<file path="config.mk">
export PLATFORM = sky130hd
export DESIGN_NAME = mcs_config_space
export DESIGN_NICKNAME = d
export VERILOG_FILES = /design/src/rtl/mcs_pkg.sv /design/src/rtl/mcs_io_window.sv /design/src/rtl/mcs_write_once.sv /design/src/rtl/mcs_config_space.sv
export SDC_FILE = /design/constraint.sdc
export NUM_CORES = 1
export LEC_CHECK = 0
export ABC_CLOCK_PERIOD_IN_PS = 1700
export BUFFER_PORTS_ARGS = -buffer_cell sky130_fd_sc_hd__buf_4
export CAP_MARGIN = 10
export CORE_MARGIN = 2
export CORE_UTILIZATION = 43
export DETAILED_ROUTE_END_ITERATION = 6
export GPL_TIMING_DRIVEN = 1
export PLACE_DENSITY = 0.77
export SYNTH_ARGS = -nofsm -noshare
export SYNTH_HDL_FRONTEND = slang
export SYNTH_HIERARCHICAL = 1
export SYNTH_SLANG_ARGS = --single-unit
</file>
<file path="constraint.sdc">
create_clock -name ref_clk -period 1.7 [get_ports ref_clk]
set_clock_uncertainty 0.15 [all_clocks]
set_input_delay 0.17 -clock ref_clk [delete_from_list [all_inputs] [get_ports ref_clk]]
set_output_delay 0.17 -clock ref_clk [all_outputs]
set_load 0.01 [all_outputs]
</file>
<file path="src/rtl/mcs_pkg.sv">
// shared constants of the modem function configuration header
package mcs_pkg;

  // ----------------------------------------------------------------
  // configuration byte offsets
  // ----------------------------------------------------------------
  localparam logic [7:0] OFF_COMMAND = 8'h04;
  localparam logic [7:0] OFF_BASE_CLASS = 8'h0B;
  localparam logic [7:0] OFF_HEADER = 8'h0E;
  localparam logic [7:0] OFF_MIXER_BASE = 8'h10;
  localparam logic [7:0] OFF_BUSMASTER_BASE = 8'h14;
  localparam logic [7:0] OFF_SUBSYS_VENDOR = 8'h2C;
  localparam logic [7:0] OFF_SUBSYS = 8'h2E;
  localparam logic [7:0] OFF_CAPABILITY_LIST_POINTER = 8'h34;
  localparam logic [7:0] OFF_IRQ_LINE = 8'h3C;
  localparam logic [7:0] OFF_POWER_CTRL = 8'h54;

  // ----------------------------------------------------------------
  // fixed and reset values
  // ----------------------------------------------------------------
  localparam logic [7:0] BASE_CLASS_VAL = 8'h07;
  localparam logic [7:0] HEADER_VAL = 8'h00;
  localparam logic [7:0] CAPABILITY_LIST_POINTER_VAL = 8'h50;
  localparam logic [31:0] WINDOW_BASE_RST = 32'h00000001;
  localparam logic [15:0] SUBSYS_RST = 16'h0000;
  localparam logic [7:0] IRQ_LINE_RST = 8'h00;
  localparam logic IO_ENABLE_RST = 1'b0;

  // ----------------------------------------------------------------
  // field positions
  // ----------------------------------------------------------------
  localparam int IO_ENABLE_BIT = 0;
  localparam int RESOURCE_KIND_BIT = 0;
  localparam int BASE_MSB = 15;
  localparam int MIXER_BASE_LSB = 8;
  localparam int BUSMASTER_BASE_LSB = 7;
  localparam int CODEC_SELECT_BIT = 7;

  // ----------------------------------------------------------------
  // power states
  // ----------------------------------------------------------------
  localparam logic [1:0] PSTATE_D0 = 2'b00;
  localparam logic [1:0] PSTATE_D3HOT = 2'b11;
  localparam logic [1:0] PSTATE_RST = 2'b00;

endpackage : mcs_pkg

</file>
<file path="src/rtl/mcs_io_window.sv">
// address decode of one power-of-two i/o window
`timescale 1ns/1ps

module mcs_io_window #(
  parameter int LSB = 8
) (
  input wire logic [31:0] io_addr,
  input wire logic [mcs_pkg::BASE_MSB-LSB:0] base,
  output logic hit
);

  // addresses with any of bits 31:16 set never decode, only the low 64K does
  assign hit = (io_addr[31:16] == 16'h0000) && (io_addr[mcs_pkg::BASE_MSB:LSB] == base);

endmodule : mcs_io_window

</file>
<file path="src/rtl/mcs_write_once.sv">
// 16-bit register that keeps only its first write
`timescale 1ns/1ps

module mcs_write_once (
  input wire logic ref_clk,
  input wire logic rst_n,
  input wire logic wr_en,
  input wire logic [1:0] wr_be,
  input wire logic [15:0] wr_data,
  output logic [15:0] value,
  output logic locked
);

  logic [15:0] next_value;
  logic next_locked;

  // ----------------------------------------------------------------
  // capture and lock
  // ----------------------------------------------------------------
  always_comb begin
    next_value = value;
    next_locked = locked;
    if (wr_en && !locked && (wr_be != 2'b00)) begin
      if (wr_be[0]) begin
        next_value[7:0] = wr_data[7:0];
      end
      if (wr_be[1]) begin
        next_value[15:8] = wr_data[15:8];
      end
      next_locked = 1'b1;
    end
  end

  // only the full reset clears it, never a power state change
  always_ff @(posedge ref_clk) begin
    if (!rst_n) begin
      value <= mcs_pkg::SUBSYS_RST;
      locked <= 1'b0;
    end else begin
      value <= next_value;
      locked <= next_locked;
    end
  end
endmodule : mcs_write_once

</file>
<file path="src/rtl/mcs_config_space.sv">
// configuration header and i/o window routing of the modem function
// How it works
// - base class reads fixed 07h, writes ignored
// - mixer base bits 15:8 writable, 256-byte window
// - both window bases read zero in 31:16
// - bit 0 reads one, other low bits zero
// - mixer window accesses go to codec link
// - lower half primary codec, upper half secondary
// - bus-master base bits 15:7 writable, 128 bytes
// - bus-master window served locally unless the mixer window also hits
// - subsystem ids reset zero, first write sticks
// - subsystem ids survive low-power to on return
// - capability pointer reads constant 50h
// - interrupt line byte is scratch, reset zero
// - windows claimed only while i/o enable set
// - low-power state blocks i/o and interrupts
`timescale 1ns/1ps

module mcs_config_space (
  input wire logic ref_clk,
  input wire logic rst_n,
  input wire logic cfg_req,
  input wire logic cfg_we,
  input wire logic [7:0] cfg_addr,
  input wire logic [3:0] cfg_be,
  input wire logic [31:0] cfg_wdata,
  output logic cfg_ack,
  output logic [31:0] cfg_rdata,
  input wire logic io_req,
  input wire logic io_we,
  input wire logic [31:0] io_addr,
  input wire logic [3:0] io_be,
  input wire logic [31:0] io_wdata,
  output logic io_claim,
  output logic codec_req,
  output logic codec_secondary,
  output logic [6:0] codec_offset,
  output logic codec_we,
  output logic [3:0] codec_be,
  output logic [31:0] codec_wdata,
  output logic local_req,
  output logic [6:0] local_offset,
  output logic local_we,
  output logic [3:0] local_be,
  output logic [31:0] local_wdata,
  input wire logic fn_irq,
  output logic irq_out
);

  localparam int MIX_W = mcs_pkg::BASE_MSB - mcs_pkg::MIXER_BASE_LSB + 1;
  localparam int BM_W = mcs_pkg::BASE_MSB - mcs_pkg::BUSMASTER_BASE_LSB + 1;

  // ----------------------------------------------------------------
  // stored state
  // ----------------------------------------------------------------
  logic io_window_enable;
  logic [MIX_W-1:0] mixer_base;
  logic [BM_W-1:0] busmaster_base;
  logic [7:0] irq_routing_value;
  logic [1:0] power_state;
  logic [5:0] cfg_idx_q;
  logic cfg_rd_q;
  logic next_io_window_enable;
  logic [MIX_W-1:0] next_mixer_base;
  logic [BM_W-1:0] next_busmaster_base;
  logic [7:0] next_irq_routing_value;
  logic [1:0] next_power_state;
  logic next_cfg_ack;
  logic [31:0] next_cfg_rdata;

  logic [15:0] subsystem_vendor_ident;
  logic [15:0] subsystem_ident;
  logic cfg_wr;
  logic wr_subsystem_vendor_ident;
  logic wr_sid;
  logic [5:0] cfg_idx;
  logic [31:0] mixer_io_window_base;
  logic [31:0] busmaster_io_window_base;
  logic wake_reset;

  assign cfg_wr = cfg_req && cfg_we;
  assign cfg_idx = cfg_addr[7:2];
  assign wr_subsystem_vendor_ident = cfg_wr && (cfg_idx == mcs_pkg::OFF_SUBSYS_VENDOR[7:2]);
  assign wr_sid = cfg_wr && (cfg_idx == mcs_pkg::OFF_SUBSYS[7:2]);

  // ----------------------------------------------------------------
  // window base read images
  // ----------------------------------------------------------------
  always_comb begin
    mixer_io_window_base = 32'h00000000;
    mixer_io_window_base[mcs_pkg::BASE_MSB:mcs_pkg::MIXER_BASE_LSB] = mixer_base;
    mixer_io_window_base[mcs_pkg::RESOURCE_KIND_BIT] = 1'b1;
    busmaster_io_window_base = 32'h00000000;
    busmaster_io_window_base[mcs_pkg::BASE_MSB:mcs_pkg::BUSMASTER_BASE_LSB] = busmaster_base;
    busmaster_io_window_base[mcs_pkg::RESOURCE_KIND_BIT] = 1'b1;
  end

  // ----------------------------------------------------------------
  // write-once subsystem identifiers
  // ----------------------------------------------------------------
  mcs_write_once u_subsystem_vendor_ident (
    .ref_clk(ref_clk),
    .rst_n(rst_n),
    .wr_en(wr_subsystem_vendor_ident),
    .wr_be(cfg_be[1:0]),
    .wr_data(cfg_wdata[15:0]),
    .value(subsystem_vendor_ident),
    .locked()
  );

  mcs_write_once u_sid (
    .ref_clk(ref_clk),
    .rst_n(rst_n),
    .wr_en(wr_sid),
    .wr_be(cfg_be[3:2]),
    .wr_data(cfg_wdata[31:16]),
    .value(subsystem_ident),
    .locked()
  );

  // ----------------------------------------------------------------
  // configuration writes and reads
  // ----------------------------------------------------------------
  always_comb begin
    next_io_window_enable = io_window_enable;
    next_mixer_base = mixer_base;
    next_busmaster_base = busmaster_base;
    next_irq_routing_value = irq_routing_value;
    next_power_state = power_state;
    next_cfg_ack = cfg_req;
    next_cfg_rdata = 32'h00000000;
    wake_reset = 1'b0;
    // only writable fields are touched, anything else drops silently
    if (cfg_wr) begin
      if ((cfg_idx == mcs_pkg::OFF_COMMAND[7:2]) && cfg_be[0]) begin
        next_io_window_enable = cfg_wdata[mcs_pkg::IO_ENABLE_BIT];
      end
      if ((cfg_idx == mcs_pkg::OFF_MIXER_BASE[7:2]) && cfg_be[1]) begin
        next_mixer_base = cfg_wdata[mcs_pkg::BASE_MSB:mcs_pkg::MIXER_BASE_LSB];
      end
      if (cfg_idx == mcs_pkg::OFF_BUSMASTER_BASE[7:2]) begin
        if (cfg_be[1]) begin
          next_busmaster_base[BM_W-1:1] = cfg_wdata[15:8];
        end
        if (cfg_be[0]) begin
          next_busmaster_base[0] = cfg_wdata[mcs_pkg::BUSMASTER_BASE_LSB];
        end
      end
      if ((cfg_idx == mcs_pkg::OFF_IRQ_LINE[7:2]) && cfg_be[0]) begin
        next_irq_routing_value = cfg_wdata[7:0];
      end
      if ((cfg_idx == mcs_pkg::OFF_POWER_CTRL[7:2]) && cfg_be[0]) begin
        // unsupported states are discarded
        if ((cfg_wdata[1:0] == mcs_pkg::PSTATE_D0) || (cfg_wdata[1:0] == mcs_pkg::PSTATE_D3HOT)) begin
          next_power_state = cfg_wdata[1:0];
        end
      end
    end
    // return to on resets the function, subsystem ids excepted
    if ((power_state == mcs_pkg::PSTATE_D3HOT) && (next_power_state == mcs_pkg::PSTATE_D0)) begin
      wake_reset = 1'b1;
      next_io_window_enable = mcs_pkg::IO_ENABLE_RST;
      next_mixer_base = mcs_pkg::WINDOW_BASE_RST[mcs_pkg::BASE_MSB:mcs_pkg::MIXER_BASE_LSB];
      next_busmaster_base = mcs_pkg::WINDOW_BASE_RST[mcs_pkg::BASE_MSB:mcs_pkg::BUSMASTER_BASE_LSB];
      next_irq_routing_value = mcs_pkg::IRQ_LINE_RST;
    end
    if (cfg_req && !cfg_we) begin
      case (cfg_idx)
        mcs_pkg::OFF_COMMAND[7:2]: begin
          next_cfg_rdata[mcs_pkg::IO_ENABLE_BIT] = io_window_enable;
        end
        mcs_pkg::OFF_BASE_CLASS[7:2]: begin
          next_cfg_rdata[31:24] = mcs_pkg::BASE_CLASS_VAL;
        end
        mcs_pkg::OFF_HEADER[7:2]: begin
          next_cfg_rdata[23:16] = mcs_pkg::HEADER_VAL;
        end
        mcs_pkg::OFF_MIXER_BASE[7:2]: begin
          next_cfg_rdata = mixer_io_window_base;
        end
        mcs_pkg::OFF_BUSMASTER_BASE[7:2]: begin
          next_cfg_rdata = busmaster_io_window_base;
        end
        mcs_pkg::OFF_SUBSYS_VENDOR[7:2]: begin
          next_cfg_rdata = {subsystem_ident, subsystem_vendor_ident};
        end
        mcs_pkg::OFF_CAPABILITY_LIST_POINTER[7:2]: begin
          next_cfg_rdata[7:0] = mcs_pkg::CAPABILITY_LIST_POINTER_VAL;
        end
        mcs_pkg::OFF_IRQ_LINE[7:2]: begin
          next_cfg_rdata[7:0] = irq_routing_value;
        end
        mcs_pkg::OFF_POWER_CTRL[7:2]: begin
          next_cfg_rdata[1:0] = power_state;
        end
        default: begin
          next_cfg_rdata = 32'h00000000;
        end
      endcase
    end
  end

  always_ff @(posedge ref_clk) begin
    if (!rst_n) begin
      io_window_enable <= mcs_pkg::IO_ENABLE_RST;
      mixer_base <= mcs_pkg::WINDOW_BASE_RST[mcs_pkg::BASE_MSB:mcs_pkg::MIXER_BASE_LSB];
      busmaster_base <= mcs_pkg::WINDOW_BASE_RST[mcs_pkg::BASE_MSB:mcs_pkg::BUSMASTER_BASE_LSB];
      irq_routing_value <= mcs_pkg::IRQ_LINE_RST;
      power_state <= mcs_pkg::PSTATE_RST;
      cfg_ack <= 1'b0;
      cfg_rdata <= 32'h00000000;
      cfg_idx_q <= 6'h00;
      cfg_rd_q <= 1'b0;
    end else begin
      io_window_enable <= next_io_window_enable;
      mixer_base <= next_mixer_base;
      busmaster_base <= next_busmaster_base;
      irq_routing_value <= next_irq_routing_value;
      power_state <= next_power_state;
      cfg_ack <= next_cfg_ack;
      cfg_rdata <= next_cfg_rdata;
      cfg_idx_q <= cfg_idx;
      cfg_rd_q <= cfg_req && !cfg_we;
    end
  end

  // ----------------------------------------------------------------
  // i/o window decode and routing
  // ----------------------------------------------------------------
  logic mix_hit;
  logic bm_hit;
  logic io_open;
  logic next_io_claim;
  logic next_codec_req;
  logic next_local_req;
  logic next_irq_out;

  mcs_io_window #(.LSB(mcs_pkg::MIXER_BASE_LSB)) u_mix_win (
    .io_addr(io_addr),
    .base(mixer_base),
    .hit(mix_hit)
  );

  mcs_io_window #(.LSB(mcs_pkg::BUSMASTER_BASE_LSB)) u_bm_win (
    .io_addr(io_addr),
    .base(busmaster_base),
    .hit(bm_hit)
  );

  // no claim while disabled or asleep
  assign io_open = io_req && io_window_enable && (power_state == mcs_pkg::PSTATE_D0);

  always_comb begin
    next_codec_req = io_open && mix_hit;
    next_local_req = io_open && bm_hit && !mix_hit;
    next_io_claim = next_codec_req || next_local_req;
    next_irq_out = fn_irq && (power_state == mcs_pkg::PSTATE_D0);
  end

  always_ff @(posedge ref_clk) begin
    if (!rst_n) begin
      io_claim <= 1'b0;
      codec_req <= 1'b0;
      codec_secondary <= 1'b0;
      codec_offset <= 7'h00;
      codec_we <= 1'b0;
      codec_be <= 4'h0;
      codec_wdata <= 32'h00000000;
      local_req <= 1'b0;
      local_offset <= 7'h00;
      local_we <= 1'b0;
      local_be <= 4'h0;
      local_wdata <= 32'h00000000;
      irq_out <= 1'b0;
    end else begin
      io_claim <= next_io_claim;
      codec_req <= next_codec_req;
      codec_secondary <= io_addr[mcs_pkg::CODEC_SELECT_BIT];
      codec_offset <= io_addr[6:0];
      codec_we <= io_we;
      codec_be <= io_be;
      codec_wdata <= io_wdata;
      local_req <= next_local_req;
      local_offset <= io_addr[6:0];
      local_we <= io_we;
      local_be <= io_be;
      local_wdata <= io_wdata;
      irq_out <= next_irq_out;
    end
  end
endmodule : mcs_config_space

</file>
==> results of run 1 <==
## placed cells by master (no fill, tap or decap), types with 2 or more instances in the layout
master         Yosys  routed
and3b_1            6       6
inv_1              4       4
and3_1            16      15
o21a_1             4       4
nor4_1             5       5
xnor2_1           17      16
dlygate4sd3_1      0      85
clkinv_2           0       3
a22oi_1            7       7
clkbuf_16          0      17
o21ai_0            4       4
mux2i_1           48      48
o31ai_1            4       4
clkbuf_1          10       2
nand3_1           14      12
a21oi_1           15      15
buf_6              6       2
nor4_2             8       7
dfxtp_1          144     143
buf_4             44     268
a21boi_0           2       2
buf_12             0       6
and2_1            49      49
nand2b_1           4       4
clkinvlp_4         0       3
a21o_1             3       3
clkbuf_8           0       4
nand2_1           78      78
nand4_1            7       7
a222oi_1           9       9
nor2_1            31      31
bufinv_16          0       2
## metal layers
layer	GRT usage	routed length, µm	up-vias
met5	0	0	-
met4	0.124	603	0
met3	0.0541	926	42
met2	0.483	9910	200
met1	0.296	7260	2514
li1	-	-	2517
## sequential cells by signal (all words and copies together) (netlist names), 2 cells and up
name	cells
u_subsystem_vendor_ident/value	16
u_sid/value	16
mixer_base	8
busmaster_base	9
local_be	4
power_state	2
cfg_rdata	32
irq_routing_value	8
local_wdata	32
local_offset	7
## logic make-up after synthesis
logic type / synth area share
compound gates: 0.0671
xor+xnor: 0.0263
buf+inv: 0.0901
flops: 0.509
mux: 0.0848
simple gates: 0.223
## what timing repair did
action | 4_1_cts | 5_1_grt
hold endpoints to repair | 110 | 0
hold buffers | 85 | 0
resized for setup | 0 | 5
setup endpoints to repair | 0 | 17
## layout make-up
cell class              count  area, µm²  area share
inverters                   4       15.0     0.00166
repair buffers            361       3010       0.333
clock inverters             9        106      0.0118
flip-flops and latches    144       2880       0.319
clock buffers              23        488      0.0541
multi-input cells         349       2310       0.256
well taps                 172        215      0.0238
## worst max path at each step
stage                            start                            endpoint  slack [ns]
final                     cfg_wdata[0]                   busmaster_base[5]        0.02
after global routing      cfg_wdata[0]                   busmaster_base[5]       -0.01
after CTS                 cfg_wdata[0]                irq_routing_value[4]        0.01
after detailed placement   cfg_addr[5]  u_subsystem_vendor_ident/value[12]       -0.10
after global placement     cfg_addr[5]                      u_sid/value[5]       -0.02
after floorplan            cfg_addr[5]                      u_sid/value[0]      -0.008
## stage by stage
step                      instance area, µm²  utilization  hold slack (ns)  TNS, ns
after global routing                    9030        0.710           0.0226  -0.0600
after global placement                  7560        0.594            0.228   -0.287
after floorplan                         5700            -           0.0981   -0.114
after detailed placement                7560        0.594            0.231    -2.65
final                                   9030        0.710           0.0263        0
after CTS                               9010        0.708          0.00207        0
## power by group through the flow
stage | registers [mW] | clock network (mW) | logic, mW
4_1_cts | 3.47 | 3.74 | 0.885
5_1_grt | 3.48 | 3.91 | 0.964
2_1_floorplan | 3.57 | 0 | 0.272
3_5_place_dp | 3.55 | 0 | 0.724
3_3_place_gp | 3.54 | 0 | 0.712
6_report | 3.48 | 3.71 | 0.909
## critical path: stages
cell           delay, ns
dlygate4sd3_1       0.57
buf_6               0.15
nand3b_1            0.20
o41ai_4             0.42
buf_4               0.25
nor2_1              0.07
==> results_dict.tcl, run 1 <==
set metrics [dict create \
    outcome "finished, violations left" \
    violations "DRC" \
    area_growth_pct 59.3 \
    critPathArrivalTime_ns 1.83 \
    die_w_um 119 \
    final_cell_count_no_fill 1062 \
    worst-path-max-fanout 10 \
    cts_setup_buffers 0 \
    power.switching_mw 1.82 \
    overflow 0 \
    vias 5273 \
    r2r-start "mixer_base[1]" \
    worst_slack_ns 0.0235 \
    grt_use_total 0.265 \
    peakVddDrop_uv 526 \
    layout.nets 996 \
    power_density_nw_per_um2 897 \
    ys_types 44 \
    reg2regPathDepth 5 \
    seq_power_share 0.429 \
    yosysMostFrequentCell "dfxtp_1" \
    start_kind "input port" \
    start_util 0.446 \
    dieHeight_um 119 \
    cap_violations 0 \
    clkSinkCount 144 \
    worstSetupEndpointType "register" \
    dp.cells 945 \
    regToRegSetupSlack_ns 0.08 \
    synth_flop_cell "dfxtp_1" \
    fp.coreArea_um2 12700 \
    synth_edf_count 0 \
    r2r-end "io_claim" \
    yosysWarnings 6 \
    worst_pin_slew_ns 0.476 \
    antenna_found_initial 0 \
    ios 245 \
    wl_mm 18.7 \
    min_path_type "input port to register" \
    seq_area_frac_synth 0.509 \
    drv_slew 0 \
    hold_start "cfg_addr[2]" \
    dieArea_um2 14100 \
    synthCells 569 \
    p_leak_nw 3.99 \
    numCtsBuffers 17 \
    avgSynthCellArea_um2 9.96 \
    fin_crit_sh 0.986 \
    min_to "cfg_rdata[1]" \
    avgViaCountPerCell 4.97 \
    final-setup-viol-count 0 \
    crit_type "input port to register" \
    synth_nets 688 \
    grt_pass1_vias 5466 \
    cp.required_ns 1.85 \
    async_flop_share 0 \
    grt_max_degree 60 \
    dp_slack_ns -0.104 \
    slew_headroom 0.682 \
    dp_hpwl_mm 12.5 \
    numPortBuffers 242 \
    htreeDepth 4 \
    synthTopCellsByCount "dfxtp_1, nand2_1, and2_1" \
    cts_tree "yes" \
    dr.pass1.iters 7 \
    period_needed_ns 1.68 \
    drt_iter0_drc 468 \
    routedWlPerCell_um 17.6 \
    cts-root-buf "clkbuf_16" \
    synth_top_cell_area_share 0.509 \
    placementRows 41 \
    clkPwrFrac 0.459 \
    hold_depth 4 \
    grt_pass1_wl_mm 29.1 \
    clk_latency_ns 0.41 \
    synth_area_um2 5670 \
    internal-power_mw 6.28 \
    drc 1 \
    p_sw_frac 0.225 \
    synth_largest_area_cell "dfxtp_1" \
    clock_path_buffers 2 \
    path_clk_slew_ns 0.06 \
    postRouteAntennaNets 0 \
    pwr-share-comb 0.112 \
    drive_gt1_frac 0.366 \
    fillers 870 \
    yosys_register_bits 144 \
    yosys-top-cells-area "dfxtp_1, mux2i_1, buf_4" \
    max_freq_mhz 596 \
    total_power_mw 8.10 \
    rsz0062_at_grt "yes" \
    diodes 0 \
    finalHoldViolCount 0 \
    gp_congestion 0.862 \
]
(Power assumes the default switching activity.)
==> run 2, diff against run 1 <==
ABC_AREA = 1   (was not set)
BUFFER_PORTS_ARGS = -buffer_cell sky130_fd_sc_hd__buf_2   (was -buffer_cell sky130_fd_sc_hd__buf_4)
CORE_UTILIZATION = 44   (was 43)
==> run 2 against run 1 <==
Effect of this change:
- the flow still finishes with violations (DRC)
- worst hold slack better by 0.0092 ns
- flip-flop and latch count unchanged
- combinational power down 15%
- maximum frequency up 6.3%
- area after synthesis increased by 11%
- via count is 19% higher
- utilization is 6.9 points lower
==> results_dict.tcl, run 2 <==
set metrics [dict create \
    period_needed_ns 1.58 \
    cts_setup_buffers 0 \
    r2r-start "busmaster_base[0]" \
    vias 6278 \
    path_cells "dlygate4sd3_1 > buf_2 > inv_1 > nand2_1 > nand2_1 > nor2_1 > nand3_2 > o21ai_4 > buf_12 > nor2_1" \
    worst_pin_slew_ns 0.480 \
    drv_slew 0 \
    fp.coreArea_um2 13900 \
    synth_area_um2 6310 \
    cap_violations 0 \
    hold_depth 3 \
    grt_max_degree 44 \
    avgSynthCellArea_um2 6.97 \
    grt_pass1_vias 6031 \
    synthTopCellsByCount "nand2_1, inv_1, dfxtp_1" \
    avgViaCountPerCell 4.48 \
    whs_ns 0.0355 \
    slowest_stage "dlygate4sd3_1" \
    clkPwrFrac 0.452 \
    final_common_cell "buf_2" \
    power_density_nw_per_um2 867 \
    placementRows 43 \
    final_cell_mix "buf_2, nand2_1, inv_1" \
    seq_area_um2 2880 \
    worst_slack_ns 0.123 \
    layout.nets 1327 \
    slew_headroom 0.680 \
    rsz0062_at_grt "no" \
    start_util 0.453 \
    cts_tree "yes" \
    async_flop_share 0 \
    area_growth_pct 41.4 \
    finalHoldViolCount 0 \
    dr.pass1.iters 7 \
    path_clk_slew_ns 0.06 \
    crit_type "input port to register" \
    violations "DRC" \
    synth_edf_count 0 \
    ios 245 \
    routedWlPerCell_um 13.4 \
    gp_congestion 0.851 \
    seq_power_share 0.449 \
    final-setup-viol-count 0 \
    total_power_mw 7.74 \
    r2r-end "io_claim" \
    die_w_um 124 \
    cts-root-buf "clkbuf_16" \
    worstSetupEndpointType "register" \
    wl_mm 18.8 \
    postRouteAntennaNets 0 \
    clkSinkCount 144 \
    yosysWarnings 6 \
    htreeDepth 4 \
    p_sw_frac 0.255 \
    multi_input_area_um2 2280 \
    drc 1 \
    dieHeight_um 124 \
    cp.required_ns 1.85 \
    yosysMostFrequentCell "nand2_1" \
    regToRegSetupSlack_ns 0.17 \
    max_freq_mhz 634 \
    yosys-top-cells-area "dfxtp_1, nand2_1, inv_1" \
    clock_path_buffers 2 \
    peakVddDrop_uv 706 \
    cp_slowest_stage_delay_ns 0.53 \
    internal-power_mw 5.77 \
    pwr-share-comb 0.099 \
    fillers 1129 \
    dp.cells 1281 \
    grt_use_total 0.239 \
    hold_start "cfg_be[3]" \
    grt_pass1_wl_mm 28.1 \
    overflow 0 \
    dp_hpwl_mm 12.5 \
    antenna_found_initial 1 \
    synth_largest_area_cell "dfxtp_1" \
    reg_top3 "cfg_rdata (32), local_wdata (32)" \
    power.switching_mw 1.97 \
    dp_slack_ns 0.0323 \
    reg2regPathDepth 8 \
    outcome "finished, violations left" \
    ys_types 34 \
    p_leak_nw 4.87 \
    numPortBuffers 242 \
    synth_nets 1024 \
    worst-path-max-fanout 26 \
    critPathArrivalTime_ns 1.73 \
    numCtsBuffers 17 \
    drive_gt1_frac 0.268 \
    seq_area_frac_synth 0.457 \
    yosys_register_bits 144 \
    min_to "u_sid/locked" \
    synth_flop_cell "dfxtp_1" \
    synthCells 905 \
    clk_latency_ns 0.42 \
    final_cell_count_no_fill 1402 \
    min_path_type "input port to register" \
    start_kind "input port" \
    fin_crit_sh 0.927 \
    synth_top_cell_area_share 0.457 \
    dieArea_um2 15300 \
    drt_iter0_drc 362 \
]
run 2: cell types whose count changed after synthesis, sizes merged, moves of 11 or more:
| cell | previous run | this run |
|---|---|---|
| inv | 4 | 189 |
| nor2 | 32 | 141 |
| xnor2 | 17 | 6 |
| and2 | 49 | 2 |
| mux2i | 48 | 0 |
| o21ai | 5 | 19 |
| nand3 | 14 | 69 |
| and3 | 16 | 0 |
| nand2 | 78 | 241 |
| nor4 | 13 | 1 |
run 2: power by group through the flow:
stage / Sequential, mW / Combinational, mW / Clock, mW
CTS: 3.47 / 0.749 / 3.57
floorplan: 3.57 / 0.295 / 0
detailed placement: 3.54 / 0.594 / 0
global placement: 3.54 / 0.589 / 0
global route: 3.48 / 0.839 / 3.72
finish: 3.47 / 0.769 / 3.50
run 2: layout make-up:
| type | count | share of cell area |
|---|---|---|
| sequential | 144 | 0.323 |
| multi-input combinational | 504 | 0.256 |
| timing repair buffer | 350 | 0.252 |
| inverter | 191 | 0.0803 |
| clock buffer | 18 | 0.0492 |
| tap | 180 | 0.0252 |
| clock inverter | 14 | 0.0135 |
| antenna | 1 | 0.000280 |
run 2: worst max-delay path by stage:
stage                      startpoint                end  slack [ns]  depth (start not counted)
finish                   cfg_wdata[1]  busmaster_base[3]        0.12                         10
CTS                 busmaster_base[1]           io_claim        0.08                          9
floorplan                 cfg_addr[7]    u_sid/value[10]       -0.09                          8
global placement          cfg_addr[7]    u_sid/value[12]        0.06                          9
detailed placement        cfg_addr[7]     u_sid/value[3]        0.03                          9
global route             cfg_wdata[1]  busmaster_base[3]        0.03                         10
run 2: metal layers:
metal	track usage	wire, µm
met1	0.242	7070
met2	0.452	9670
met3	0.0705	1450
met4	0.0973	596
met5	0	0
run 2: stage by stage:
stage	util	instance area, µm²	TNS [ns]
finish	0.640	8920	0
global route	0.640	8920	0
CTS	0.637	8870	0
detailed placement	0.535	7450	0
global placement	0.535	7450	0
floorplan	-	6330	-2.65
run 2: timing repair:
action,in CTS,in global routing
resized for setup,0,8
hold buffers,86,0
setup endpoints to repair,0,43
endpoints found under the hold margin,112,0
run 2: critical path, delay by kind of cell:
kind,cells,cell delay [ns]
compound gates,1,0.15
simple gates,5,0.44
buf+inv,4,0.97
run 2: cells by family (layout without fill, tap and decap cells):
kind of cell | count (synthesis) | count (layout) | share of synthesized area
simple gates | 464 | 466 | 0.314
buf+inv | 259 | 573 | 0.191
flops | 144 | 144 | 0.457
xor+xnor | 7 | 7 | 0.00972
other cells | 0 | 1 | 0
compound gates | 31 | 31 | 0.0282
==> run 3, diff against run 2 <==
CORE_MARGIN = 5   (was 2)
==> run 3 against run 2 <==
Effect of this change:
- the run now ends clean
- cell count fell by 0.14%
- clock power rose by 9.4%
- maximum frequency fell by 1.3%
- first-iteration DRC count rose by 1.4%
- global-route usage fell by 0.11 points
- count of clock-buffer cells in the layout rose by 2
- sequential share of layout area fell by 0.13 points
- critical path depth fell by 2
- non-clock buffer count rose by 1
- critical path type unchanged
==> results_dict.tcl, run 3 (synthesis results as in run 2) <==
set metrics [dict create \
    outcome "finished, final reports clean" \
    worst_pin_slew_ns 0.562 \
    wl_met2_mm 10.3 \
    clk_latency_ns 0.43 \
    power_density_nw_per_um2 902 \
    drive_gt1_frac 0.269 \
    numCtsBuffers 17 \
    r2r-end "io_claim" \
    dp_hpwl_mm 13.4 \
    routed.top_layer "met5" \
    grt_pass1_wl_mm 30.9 \
    met1Wirelength_mm 6.89 \
    regToRegSetupSlack_ns 0.15 \
    start_kind "input port" \
    overflow 0 \
    drt_iter0_drc 367 \
    avgViaCountPerCell 4.55 \
    numPortBuffers 242 \
    path_clk_slew_ns 0.06 \
    gp_congestion 0.838 \
    crit_type "input port to register" \
    hold_start "rst_n" \
    period_needed_ns 1.60 \
    clkSinkCount 144 \
    ios 245 \
    reg_top3 "cfg_rdata (32), local_wdata (32)" \
    slowest_stage "dlygate4sd3_1" \
    reg2regPathDepth 9 \
    layout.nets 1326 \
    final-setup-viol-count 0 \
    finalHoldViolCount 0 \
    fp.coreArea_um2 14000 \
    met3_wirelength_mm 1.85 \
    cts-root-buf "clkbuf_16" \
    utilization 0.641 \
    fin_crit_sh 0.940 \
    final_cell_mix "buf_2, nand2_1, inv_1" \
    die_w_um 130 \
    drc 0 \
    dieArea_um2 16800 \
    p_leak_nw 4.90 \
    rsz0062_at_grt "no" \
    worst_slack_ns 0.103 \
    dr.pass1.iters 5 \
    worst-path-max-fanout 16 \
    area_growth_pct 42.0 \
    grt_pass1_vias 6300 \
    min_to "u_sid/value[14]" \
    cap_violations 0 \
    setup_tns_ns 0 \
    placementRows 43 \
    hold_depth 4 \
    diodes 0 \
    final_common_cell "buf_2" \
    postRouteAntennaNets 0 \
    drv_slew 0 \
    grt_max_degree 54 \
    vias 6373 \
    cp.required_ns 1.86 \
    total_power_mw 8.09 \
    peakVddDrop_uv 717 \
    cts_tree "yes" \
    dieHeight_um 130 \
    htreeDepth 4 \
    wl_mm 20.1 \
    dp_slack_ns 0.0244 \
    cp_slowest_stage_delay_ns 0.52 \
    slew_headroom 0.626 \
    grt_use_total 0.238 \
    antenna_found_initial 1 \
    routedWlPerCell_um 14.3 \
    start_util 0.451 \
    worstSetupEndpointType "register" \
    clock_path_buffers 2 \
    r2r-start "busmaster_base[4]" \
    min_path_type "input port to register" \
    critPathMostFrequentCell "nor2_1" \
    max_freq_mhz 626 \
    critPathArrivalTime_ns 1.76 \
    path_cells "dlygate4sd3_1 > buf_2 > nand2_2 > nor3_4 > buf_4 > nand3_4 > nor2_1 > nor2_1" \
]
-- run 3: power by group --
part,internal [mW],total [mW],switching [mW]
clock,2.31,3.83,1.52
combinational,0.378,0.782,0.404
sequential,3.44,3.47,0.0343
total,6.12,8.09,1.96
-- run 3: timing repair --
item | CTS | global route
buffers inserted | 0 | 0
hold endpoints to repair | 112 | 0
endpoints found under the setup margin | 0 | 28
hold buffers | 85 | 0
gates resized for setup | 0 | 8
-- run 3: how the worst max path moves through the flow --
stage                     cells past startpoint               from  slack (ns)                                end
final                                         8            cfg_req        0.10  u_subsystem_vendor_ident/value[2]
after global routing                          8          cfg_be[0]       0.004               irq_routing_value[5]
after CTS                                     8  busmaster_base[0]        0.05                           io_claim
after detailed placement                      9        cfg_addr[7]        0.02                     u_sid/value[6]
after global placement                        9        cfg_addr[7]        0.06                     u_sid/value[8]
after floorplan                               8        cfg_addr[7]       -0.09                    u_sid/value[10]
-- run 3: layout make-up --
type	count	area [µm²]
tap	180	225
multi-input combinational	502	2260
timing repair buffer	351	2270
fill	1095	5030
inverter	191	717
sequential	144	2880
clock inverter	12	144
clock buffer	20	467
-- run 3: metal layers --
layer,vias up,track usage
met4,2,0.144
met5,-,0
met1,2810,0.237
li1,3203,-
met3,76,0.0806
met2,282,0.425
-- run 3: worst max-delay path: cells and delay by family --
| family | cells | cell delay (ns) |
|---|---|---|
| AND/OR/NAND/NOR | 5 | 0.75 |
| buffers and inverters | 3 | 0.83 |
-- run 3: through the flow --
stage / hold WS, ns / cells / instance area [µm²]
finish: 0.0158 / 1400 / 8960
floorplan: 0.118 / 905 / 6330
global route: 0.0171 / 1400 / 8960
detailed placement: 0.204 / 1283 / 7480
CTS: 0.0178 / 1400 / 8940
global placement: 0.199 / 1283 / 7480
